==> src/verilog/bhp_pkg.sv <==
// Package for the byte-wide host port master: register map, states, timing.
// Assumes a 25 MHz pclk and an APB register bus with 32-bit data.
package bhp_pkg;
	// APB byte offsets
	localparam logic [7:0] BHP_CTRL_OFF = 8'h00;
	localparam logic [7:0] BHP_COUNT_OFF = 8'h04;
	localparam logic [7:0] BHP_REGVAL_OFF = 8'h08;
	localparam logic [7:0] BHP_WDATA_OFF = 8'h0C;
	localparam logic [7:0] BHP_RDATA_OFF = 8'h10;
	localparam logic [7:0] BHP_STATUS_OFF = 8'h14;
	// Control register fields
	localparam int BHP_CTRL_GO_BIT = 0;
	localparam int BHP_CTRL_READ_BIT = 1;
	localparam int BHP_CTRL_SINGLE_BIT = 2;
	localparam int BHP_CTRL_SEL_LSB = 4;
	// Status register fields
	localparam int BHP_ST_BUSY_BIT = 0;
	localparam int BHP_ST_EXPIRED_BIT = 1;
	localparam int BHP_ST_RVALID_BIT = 2;
	localparam int BHP_ST_WREADY_BIT = 3;
	localparam int BHP_ST_READY_BIT = 4;
	// Host access select codes
	localparam logic [1:0] BHP_SEL_CONTROL = 2'h0;
	localparam logic [1:0] BHP_SEL_DATA_AUTO = 2'h1;
	// Reset values
	localparam logic [15:0] BHP_COUNT_RST = 16'h0000;
	localparam logic [1:0] BHP_SEL_RST = 2'h0;
	// Timing: each waveform state lasts half a strobe period
	localparam int BHP_CLK_MHZ = 25;
	localparam int BHP_STATE_NS = 80;
	localparam int BHP_STATE_CYC_I = (BHP_STATE_NS * BHP_CLK_MHZ + 999) / 1000;
	localparam logic [3:0] BHP_STATE_CYC = 4'(BHP_STATE_CYC_I);
	// Idle gap between the two single-write waveforms
	localparam int BHP_IDLE_NS = 400;
	localparam int BHP_IDLE_CYC_I = (BHP_IDLE_NS * BHP_CLK_MHZ + 999) / 1000;
	localparam logic [3:0] BHP_IDLE_CYC = 4'(BHP_IDLE_CYC_I);
	// FIFO geometry
	localparam int BHP_FIFO_W = 16;
	localparam int BHP_FIFO_D = 8;
	typedef enum logic [7:0] {
		BHP_IDLE = 8'h01,
		BHP_S0 = 8'h02,
		BHP_S1 = 8'h04,
		BHP_S2 = 8'h08,
		BHP_S3 = 8'h10,
		BHP_S4 = 8'h20,
		BHP_S5 = 8'h40,
		BHP_GAP = 8'h80
	} bhp_state_t;
endpackage : bhp_pkg

==> src/verilog/bhp_master.sv <==
// Byte-wide host port master: drives a DSP's 8-bit host port with 16-bit accesses.
// Assumes APB master on pclk, slave host port synchronous to pclk, one clock domain.
// Behaviour
// - Writes to the slave's control register drive host_access_select to 00.
// - Write accesses keep read_not_write low across both bytes.
// - Burst read accesses keep read_not_write high across both bytes.
// - Bursts drive byte_half_select low in S0-S1 and high in S2-S3.
// - A full 16-bit burst access, with both bytes and trailing delays, spans S0 to S5.
// - The next access starts after the fixed S4-S5 delay, whether or not the slave's ready has returned high.
// - Ready is waited out by fixed delay states S4 and S5, not sampled.
// - S5 checks transfer_count_expired; continue if not expired, else end burst.
// - Register writes use two single-byte waveforms separated by an idle gap.
// - Single writes drive byte_half_select low on byte one, high on byte two.
`timescale 1ns/10ps
module bhp_master
	import bhp_pkg::*;
(
	// APB slave
	input wire logic pclk,
	input wire logic presetn,
	input wire logic pce,
	input wire logic psel,
	input wire logic penable,
	input wire logic pwrite,
	input wire logic [7:0] paddr,
	input wire logic [31:0] pwdata,
	output logic [31:0] prdata,
	output logic pready,
	output logic pslverr,
	// Host port pins
	output logic [1:0] host_access_select,
	output logic read_not_write,
	output logic byte_half_select,
	output logic data_strobe_n,
	input wire logic [7:0] host_data_in,
	output logic [7:0] host_data_out,
	output logic host_data_oe_n,
	input wire logic host_port_ready
);
	typedef struct packed {
		bhp_state_t state;
		logic [3:0] tick;
		logic [15:0] count;
		logic expired;
		logic rd;
		logic single;
		logic second;
		logic [1:0] sel;
		logic [15:0] regval;
		logic [15:0] word;
		logic [7:0] low_byte;
		logic [31:0] prdata;
		logic pready;
		logic pslverr;
		logic [1:0] hsel;
		logic rnw;
		logic half;
		logic strobe_n;
		logic [7:0] dout;
		logic oe;
	} bhp_st_t;
	bhp_st_t st_r, st_nxt;

	logic wf_in_valid, wf_in_ready, wf_out_valid, wf_out_ready;
	logic rf_in_valid, rf_in_ready, rf_out_valid, rf_out_ready;
	logic [15:0] wf_out_data, rf_out_data, rf_in_data;
	logic apb_setup, apb_wr, apb_rd;
	logic busy, tick_done;
	logic burst_wr, burst_rd;

	assign apb_setup = psel && !penable;
	assign apb_wr = apb_setup && pwrite;
	assign apb_rd = apb_setup && !pwrite;
	assign busy = (st_r.state != BHP_IDLE);
	assign tick_done = (st_r.tick == BHP_STATE_CYC - 4'h1);
	// Bursts move FIFO words; singles only carry the staged register value
	assign burst_wr = !st_r.single && !st_r.rd;
	assign burst_rd = !st_r.single && st_r.rd;
	assign wf_in_valid = apb_wr && (paddr == BHP_WDATA_OFF);
	assign rf_out_ready = apb_rd && (paddr == BHP_RDATA_OFF);
	assign rf_in_data = {host_data_in, st_r.low_byte};

	// Write data path: software fills, port drains
	bhp_fifo #(.WIDTH(BHP_FIFO_W), .DEPTH(BHP_FIFO_D)) u_wr_fifo (
		.clk(pclk),
		.rst_n(presetn),
		.ce(pce),
		.in_valid(wf_in_valid),
		.in_ready(wf_in_ready),
		.in_data(pwdata[15:0]),
		.out_valid(wf_out_valid),
		.out_ready(wf_out_ready),
		.out_data(wf_out_data)
	);

	// Read data path: port fills, software drains
	bhp_fifo #(.WIDTH(BHP_FIFO_W), .DEPTH(BHP_FIFO_D)) u_rd_fifo (
		.clk(pclk),
		.rst_n(presetn),
		.ce(pce),
		.in_valid(rf_in_valid),
		.in_ready(rf_in_ready),
		.in_data(rf_in_data),
		.out_valid(rf_out_valid),
		.out_ready(rf_out_ready),
		.out_data(rf_out_data)
	);

	// Write word leaves the FIFO in the first S0 cycle, once it is latched;
	// popping at the end of the access would strand the last word of a burst
	always_comb begin
		wf_out_ready = 1'b0;
		rf_in_valid = 1'b0;
		if (st_r.state == BHP_S0 && st_r.tick == 4'h0 && burst_wr) begin
			wf_out_ready = 1'b1;
		end
		// Read word enters the FIFO once its high byte has been sampled
		if (st_r.state == BHP_S3 && tick_done && burst_rd) begin
			rf_in_valid = 1'b1;
		end
	end

	always_comb begin
		st_nxt = st_r;
		st_nxt.pready = 1'b0;
		st_nxt.pslverr = 1'b0;
		// APB answers one cycle after setup
		if (apb_setup) begin
			st_nxt.pready = 1'b1;
			st_nxt.prdata = 32'h0000_0000;
			case (paddr)
				BHP_CTRL_OFF: begin
					// Start refused while busy, so a running burst keeps its settings
					if (pwrite && !busy && pwdata[BHP_CTRL_GO_BIT]) begin
						st_nxt.rd = pwdata[BHP_CTRL_READ_BIT];
						st_nxt.single = pwdata[BHP_CTRL_SINGLE_BIT];
						st_nxt.sel = pwdata[BHP_CTRL_SEL_LSB +: 2];
						st_nxt.expired = (st_r.count == 16'h0000);
						st_nxt.second = 1'b0;
						if (st_r.count != 16'h0000 || pwdata[BHP_CTRL_SINGLE_BIT]) begin
							// Burst write with an empty FIFO has nothing to send
							if (pwdata[BHP_CTRL_SINGLE_BIT] || pwdata[BHP_CTRL_READ_BIT]) begin
								st_nxt.state = BHP_S0;
							end else if (wf_out_valid) begin
								st_nxt.state = BHP_S0;
							end
						end
						st_nxt.tick = 4'h0;
					end
					st_nxt.prdata[BHP_CTRL_READ_BIT] = st_r.rd;
					st_nxt.prdata[BHP_CTRL_SINGLE_BIT] = st_r.single;
					st_nxt.prdata[BHP_CTRL_SEL_LSB +: 2] = st_r.sel;
				end
				BHP_COUNT_OFF: begin
					if (pwrite && !busy)
						st_nxt.count = pwdata[15:0];
					st_nxt.prdata[15:0] = st_r.count;
				end
				BHP_REGVAL_OFF: begin
					if (pwrite && !busy)
						st_nxt.regval = pwdata[15:0];
					st_nxt.prdata[15:0] = st_r.regval;
				end
				BHP_WDATA_OFF: begin
					st_nxt.pslverr = pwrite && !wf_in_ready;
				end
				BHP_RDATA_OFF: begin
					st_nxt.prdata[15:0] = rf_out_data;
					st_nxt.pslverr = !pwrite && !rf_out_valid;
				end
				BHP_STATUS_OFF: begin
					st_nxt.prdata[BHP_ST_BUSY_BIT] = busy;
					st_nxt.prdata[BHP_ST_EXPIRED_BIT] = st_r.expired;
					st_nxt.prdata[BHP_ST_RVALID_BIT] = rf_out_valid;
					st_nxt.prdata[BHP_ST_WREADY_BIT] = wf_in_ready;
					// Live ready is for software only; the engine never waits on it
					st_nxt.prdata[BHP_ST_READY_BIT] = host_port_ready;
				end
				default: st_nxt.pslverr = 1'b1;
			endcase
		end
		// Waveform engine: each of S0 to S5 lasts BHP_STATE_CYC cycles unless S5 stalls; the gap lasts BHP_IDLE_CYC
		if (busy) begin
			st_nxt.tick = tick_done ? 4'h0 : st_r.tick + 4'h1;
		end
		// Pins are registered, so each lags its state by one cycle
		case (st_r.state)
			BHP_IDLE: begin
				st_nxt.strobe_n = 1'b1;
				st_nxt.oe = 1'b1;
			end
			BHP_S0: begin
				st_nxt.hsel = st_r.single ? st_r.sel : BHP_SEL_DATA_AUTO;
				st_nxt.rnw = st_r.rd && !st_r.single;
				st_nxt.half = st_r.single ? st_r.second : 1'b0;
				st_nxt.strobe_n = 1'b0;
				st_nxt.oe = st_r.rd && !st_r.single;
				if (st_r.single) begin
					st_nxt.dout = st_r.second ? st_r.regval[15:8] : st_r.regval[7:0];
				end else if (st_r.tick == 4'h0) begin
					// Head word is popped this cycle; keep a copy for both bytes
					st_nxt.word = wf_out_data;
					st_nxt.dout = wf_out_data[7:0];
				end else begin
					st_nxt.dout = st_r.word[7:0];
				end
				if (tick_done)
					st_nxt.state = BHP_S1;
			end
			BHP_S1: begin
				st_nxt.strobe_n = 1'b1;
				if (tick_done) begin
					// Low byte is taken just before the strobe for byte two
					if (st_r.rd)
						st_nxt.low_byte = host_data_in;
					if (st_r.single) begin
						st_nxt.state = st_r.second ? BHP_IDLE : BHP_GAP;
						st_nxt.second = !st_r.second;
						// Data pins released over the idle gap
						st_nxt.oe = 1'b1;
					end else begin
						st_nxt.state = BHP_S2;
					end
				end
			end
			BHP_S2: begin
				st_nxt.half = 1'b1;
				st_nxt.strobe_n = 1'b0;
				st_nxt.dout = st_r.word[15:8];
				if (tick_done)
					st_nxt.state = BHP_S3;
			end
			BHP_S3: begin
				st_nxt.strobe_n = 1'b1;
				if (tick_done) begin
					st_nxt.state = BHP_S4;
					st_nxt.oe = 1'b1;
					// Singles never reach S3, so they leave the count alone
					st_nxt.count = st_r.count - 16'h0001;
					st_nxt.expired = (st_r.count == 16'h0001);
				end
			end
			BHP_S4: begin
				// Fixed delay covers the slave's not-ready window
				if (tick_done)
					st_nxt.state = BHP_S5;
			end
			BHP_S5: begin
				if (tick_done) begin
					// Read stalls if its FIFO is full; write stalls until data arrives
					if (st_r.expired)
						st_nxt.state = BHP_IDLE;
					else if (st_r.rd ? rf_in_ready : wf_out_valid)
						st_nxt.state = BHP_S0;
					else
						st_nxt.tick = st_r.tick;
				end
			end
			BHP_GAP: begin
				st_nxt.hsel = st_r.sel;
				st_nxt.rnw = 1'b0;
				// Gap outlasts a state, so it keeps its own count past the state wrap
				st_nxt.tick = st_r.tick + 4'h1;
				if (st_r.tick == BHP_IDLE_CYC - 4'h1) begin
					st_nxt.state = BHP_S0;
					st_nxt.tick = 4'h0;
				end
			end
			default: st_nxt.state = BHP_IDLE;
		endcase
		if (st_r.state == BHP_IDLE || st_r.state == BHP_GAP) begin
			st_nxt.hsel = (st_r.state == BHP_GAP) ? st_r.sel : BHP_SEL_RST;
		end
	end

	always_ff @(posedge pclk or negedge presetn) begin
		if (!presetn) begin
			st_r <= '0;
			st_r.state <= BHP_IDLE;
			st_r.count <= BHP_COUNT_RST;
			// Idle pins: strobe high, data pins released
			st_r.strobe_n <= 1'b1;
			st_r.oe <= 1'b1;
		end else if (pce) begin
			st_r <= st_nxt;
		end
	end

	// Every answer and pin comes straight from the state register
	assign prdata = st_r.prdata;
	assign pready = st_r.pready;
	assign pslverr = st_r.pslverr;
	assign host_access_select = st_r.hsel;
	assign read_not_write = st_r.rnw;
	assign byte_half_select = st_r.half;
	assign data_strobe_n = st_r.strobe_n;
	assign host_data_out = st_r.dout;
	assign host_data_oe_n = st_r.oe;
endmodule : bhp_master

==> src/verilog/bhp_fifo.sv <==
// Synchronous FIFO with valid/ready on both sides.
// Assumes one clock; write and read may happen in the same cycle.
`timescale 1ns/10ps
module bhp_fifo #(
	parameter int WIDTH = 16,
	parameter int DEPTH = 8
) (
	// Clock and reset
	input wire logic clk,
	input wire logic rst_n,
	input wire logic ce,
	// Fill side
	input wire logic in_valid,
	output logic in_ready,
	input wire logic [WIDTH-1:0] in_data,
	// Drain side
	output logic out_valid,
	input wire logic out_ready,
	output logic [WIDTH-1:0] out_data
);
	localparam int AW = $clog2(DEPTH);
	typedef struct packed {
		logic [AW-1:0] wp;
		logic [AW-1:0] rp;
		logic [AW:0] cnt;
	} bhp_fifo_st_t;
	bhp_fifo_st_t st_r, st_nxt;
	logic [WIDTH-1:0] mem [DEPTH];
	logic push, pop;

	assign in_ready = (st_r.cnt != (AW+1)'(DEPTH));
	assign out_valid = (st_r.cnt != '0);
	assign out_data = mem[st_r.rp];
	assign push = in_valid && in_ready;
	assign pop = out_valid && out_ready;

	always_comb begin
		st_nxt = st_r;
		if (push)
			st_nxt.wp = (st_r.wp == AW'(DEPTH-1)) ? '0 : st_r.wp + 1'b1;
		if (pop)
			st_nxt.rp = (st_r.rp == AW'(DEPTH-1)) ? '0 : st_r.rp + 1'b1;
		if (push && !pop)
			st_nxt.cnt = st_r.cnt + 1'b1;
		else if (pop && !push)
			st_nxt.cnt = st_r.cnt - 1'b1;
	end

	always_ff @(posedge clk or negedge rst_n) begin
		if (!rst_n)
			st_r <= '0;
		else if (ce)
			st_r <= st_nxt;
	end

	// Storage carries no reset; only pointers need a defined value
	always_ff @(posedge clk) begin
		if (ce && push)
			mem[st_r.wp] <= in_data;
	end
endmodule : bhp_fifo

==> config.mk <==
export PLATFORM = sky130hd
export DESIGN_NAME = bhp_master
export DESIGN_NICKNAME = d
export VERILOG_FILES = /design/src/verilog/bhp_pkg.sv /design/src/verilog/bhp_master.sv /design/src/verilog/bhp_fifo.sv
export SDC_FILE = /design/constraint.sdc
export NUM_CORES = 1
export LEC_CHECK = 0
export BUFFER_PORTS_ARGS = -buffer_cell sky130_fd_sc_hd__buf_2
export CORE_UTILIZATION = 50
export DETAILED_ROUTE_END_ITERATION = 8
export PLACE_DENSITY = 0.68
export RECOVER_POWER = 100
export SLEW_MARGIN = 5
export SYNTH_ARGS = -nofsm -noshare
export SYNTH_HDL_FRONTEND = slang
export SYNTH_SLANG_ARGS = --single-unit
==> constraint.sdc <==
create_clock -name pclk -period 5.5 [get_ports pclk]
set_clock_uncertainty 0.1 [all_clocks]
set_input_delay 0 -clock pclk [delete_from_list [all_inputs] [get_ports pclk]]
set_output_delay 0 -clock pclk [all_outputs]
set_load 0.05 [all_outputs]
==> results.md <==
- Status: finished, violations left
- Violated checks: max-capacitance violations, max-slew violations
- Post-synth top flop: edfxtp_1
- Final Net Count: around 1300
- Avg Inst Size Synth: about 15 sq um
- Cell area after synthesis: roughly 17000 sq um
- Required time worst endpoint: roughly 5.5 ns
- Later-pin clock latency in the skew report: between 0.5 and 0.6 ns
- Initial Utilization: 0.513
- Arrival @ worst endpoint: roughly 4.5 ns
- P per Cell Area: about 330 nW/um^2
- Post-route ant nets: 0
- Post-CTS setup buffer count: 0
- Final setup violation count: 0
- Total grt overflow: 0
- Cell at the root of the clock tree: clkbuf_16
- Commonest non-fill, non-tap cell in the layout: edfxtp_1
- CTS buffer count: 41
- Rows: 66
- CTS Buffer Depth: 3
- Mean routed wirelength per cell: 21.7 um
- Final WL: ~37000 um
- Critical-path maximum fanout: 66
- Worst slew pin tran: approximately 2.8 ns
- Comb pwr share: 0.086
- Critical path class: input port to register
- Yosys reg bits: ~380
- Sw Pwr: around 1.5 mW
- Fin crit period: 4.41 ns
- DR iter-0 viols: between 700 and 800
- Unrepaired setup endpoints after global routing: false
- # IOs: a little over 100
- Post-Place Cells: between 1500 and 2000
- Vias per inst: just under 6
- Die area: 34500 sq um
- P_int: ~4.9 mW
- GRT Overall Usage: 0.219
- Setup slack, reg-to-reg: 1.19 ns
- First-pass iteration count of the detailed router: 7
- Share of power burned in registers: 0.497
- Vias in the first global route: slightly below 10000
- Antenna Cells: 0
- Final period utilization: 0.802
- Hold_buf cts: 34
- Worst-path clk slew: 0.06 ns
- CTS tree: built
- Ys async rst share: 0.330
- Max-slew headroom: -0.861
- Netlist cell types: 76
- Pins over their slew limit: just under 80
- Share of layout cells above drive strength 1: 0.181
- Fmax: around 0.23 GHz
- Worst vdd ir: about 0.00025 V
- Clk sinks: approximately 380
- Clk pwr share: 0.418
- Fin cells: 1699
- Sw Share: 0.236
- CP startpoint kind: input port
- Core area: ~33000 sq um
- IO Port Bufs: 70
- Vert. Die Dim: between 150 and 200 um
- Worst setup EP type: register
- Yosys warnings: 0
- DIE WIDTH: ~190 um
- Synthesized instance count: 1141
- Post-route DRC: 0
- Routability cong.: between 0.8 and 0.9
- Setup_tns: 0 ns
- Synth-to-Final Area Change: 12.4%
- Half-perimeter wire length after placement: 23900 um
- Largest net degree at the start of global routing: 67
- Leak Pwr: 6.96 nW
- Total number of vias: between 9000 and 10000
- Initial antenna violation count: 0
- Seq/Total Area, Yosys: 0.643
- CTS resizes: 0
- H-tree depth: 2
- Final Hold Viols: 0
- Most frequent cells in the layout: edfxtp_1 (256), dfrtp_1 (120), clkbuf_1 (86)
- Max capacitance violation total: 2
- Post-synth EDFFs: 256
- HP Class: input port to register
- Global-route wire length before repair: 56200 um
[cells by family (layout without fill, tap and decap cells)]
| family | Yosys count | after routing | share of synthesized area |
|---|---|---|---|
| AOI/OAI and AO/OA | 190 | 190 | 0.0725 |
| xor gates and xnor gates | 12 | 12 | 0.00623 |
| adders and majority gates | 22 | 22 | 0.0172 |
| buffers and inverters | 123 | 224 | 0.0396 |
| DFF | 382 | 382 | 0.643 |
| muxes | 151 | 151 | 0.142 |
| other | 1 | 16 | 0.000222 |
| and+or+nand+nor | 260 | 260 | 0.0799 |
[critical path, stage by stage]
cell	delay (ns)
dlygate4sd3_1	0.52
clkbuf_1	0.14
clkbuf_1	1.99
and3_1	0.53
nand2_1	0.15
nor2_1	0.35
clkbuf_1	0.72
[stage by stage]
stage	instance area, sq um	setup slack, ns	util	total power, mW	hold WS [ns]
after floorplan	16900	1.94	-	3.58	-0.396
after global placement	17500	1.91	0.531	3.73	-0.0414
after detailed placement	17500	1.78	0.531	3.73	-0.0418
after CTS	19100	1.73	0.582	6.39	0.0391
after global routing	19000	0.789	0.577	6.56	0.0729
final	19000	1.09	0.577	6.35	0.0522
[flip-flops by register name (all words and copies together) (netlist names)]
signal              count
host_access_select      2
u_wr_fifo.st_r         10
prdata                 16
host_data_oe_n          1
rf_in_data              8
pslverr                 1
data_strobe_n           1
byte_half_select        1
st_r                   66
u_wr_fifo.mem         128
u_rd_fifo.st_r         10
host_data_out           8
u_rd_fifo.mem         128
read_not_write          1
pready                  1
[power by group through the flow]
stage | sequential [mW] | combinational (mW) | clock (mW)
finish | 3.15 | 0.543 | 2.65
global route | 3.16 | 0.600 | 2.81
CTS | 3.15 | 0.546 | 2.69
detailed placement | 3.21 | 0.524 | 0
global placement | 3.21 | 0.516 | 0
floorplan | 3.19 | 0.391 | 0
[worst paths after layout]
path,from,end,cells after the start
setup / recovery,pce,u_wr_fifo.mem[3][10]$_DFFE_PP_,7
max in group asynchronous,presetn,st_r[71]$_DFFE_PN0P_,4
min in group asynchronous,presetn,host_data_out[5]$_DFFE_PN0P_,3
hold / removal,paddr[2],u_wr_fifo.st_r[8]$_DFFE_PN0P_,6
hold reg to reg,st_r[68]$_DFFE_PN0P_,st_r[68]$_DFFE_PN0P_,2
setup reg to reg,st_r[119]$_DFFE_PN0P_,u_rd_fifo.mem[7][3]$_DFFE_PP_,6
[per-layer routing]
layer | vias to the layer above | track usage | share of wire
met5 | - | 0 | 0
met4 | 0 | 0.0702 | 0.027
met3 | 60 | 0.0286 | 0.045
met2 | 277 | 0.365 | 0.49
met1 | 5004 | 0.298 | 0.44
li1 | 4522 | - | -
[synth_stat cells, types with 13 or more instances]
| library cell | number | area (sq um) |
|---|---|---|
| o21ai_0 | 83 | 415 |
| buf_4 | 43 | 323 |
| dfrtp_1 | 123 | 3080 |
| a21oi_1 | 32 | 160 |
| nand3_1 | 18 | 90.1 |
| nor2_1 | 53 | 199 |
| mux4_2 | 64 | 1440 |
| edfxtp_1 | 256 | 7690 |
| ha_1 | 20 | 250 |
| mux2i_1 | 26 | 260 |
| clkbuf_1 | 45 | 169 |
| nor3_1 | 21 | 105 |
| mux2_2 | 61 | 687 |
| nand2b_1 | 13 | 81.3 |
| nand2_1 | 82 | 308 |
| inv_1 | 19 | 71.3 |
[layout make-up]
cell class / instances / area [sq um]
multi-input cells: 651 / 5410
repair buffers: 130 / 763
clock inverters: 11 / 97.6
inverters: 19 / 71.3
flip-flops and latches: 382 / 10800
fillers: 2644 / 13900
clock buffers: 64 / 1210
well taps: 442 / 553
Note: power is estimated with default switching activity, not from simulation.
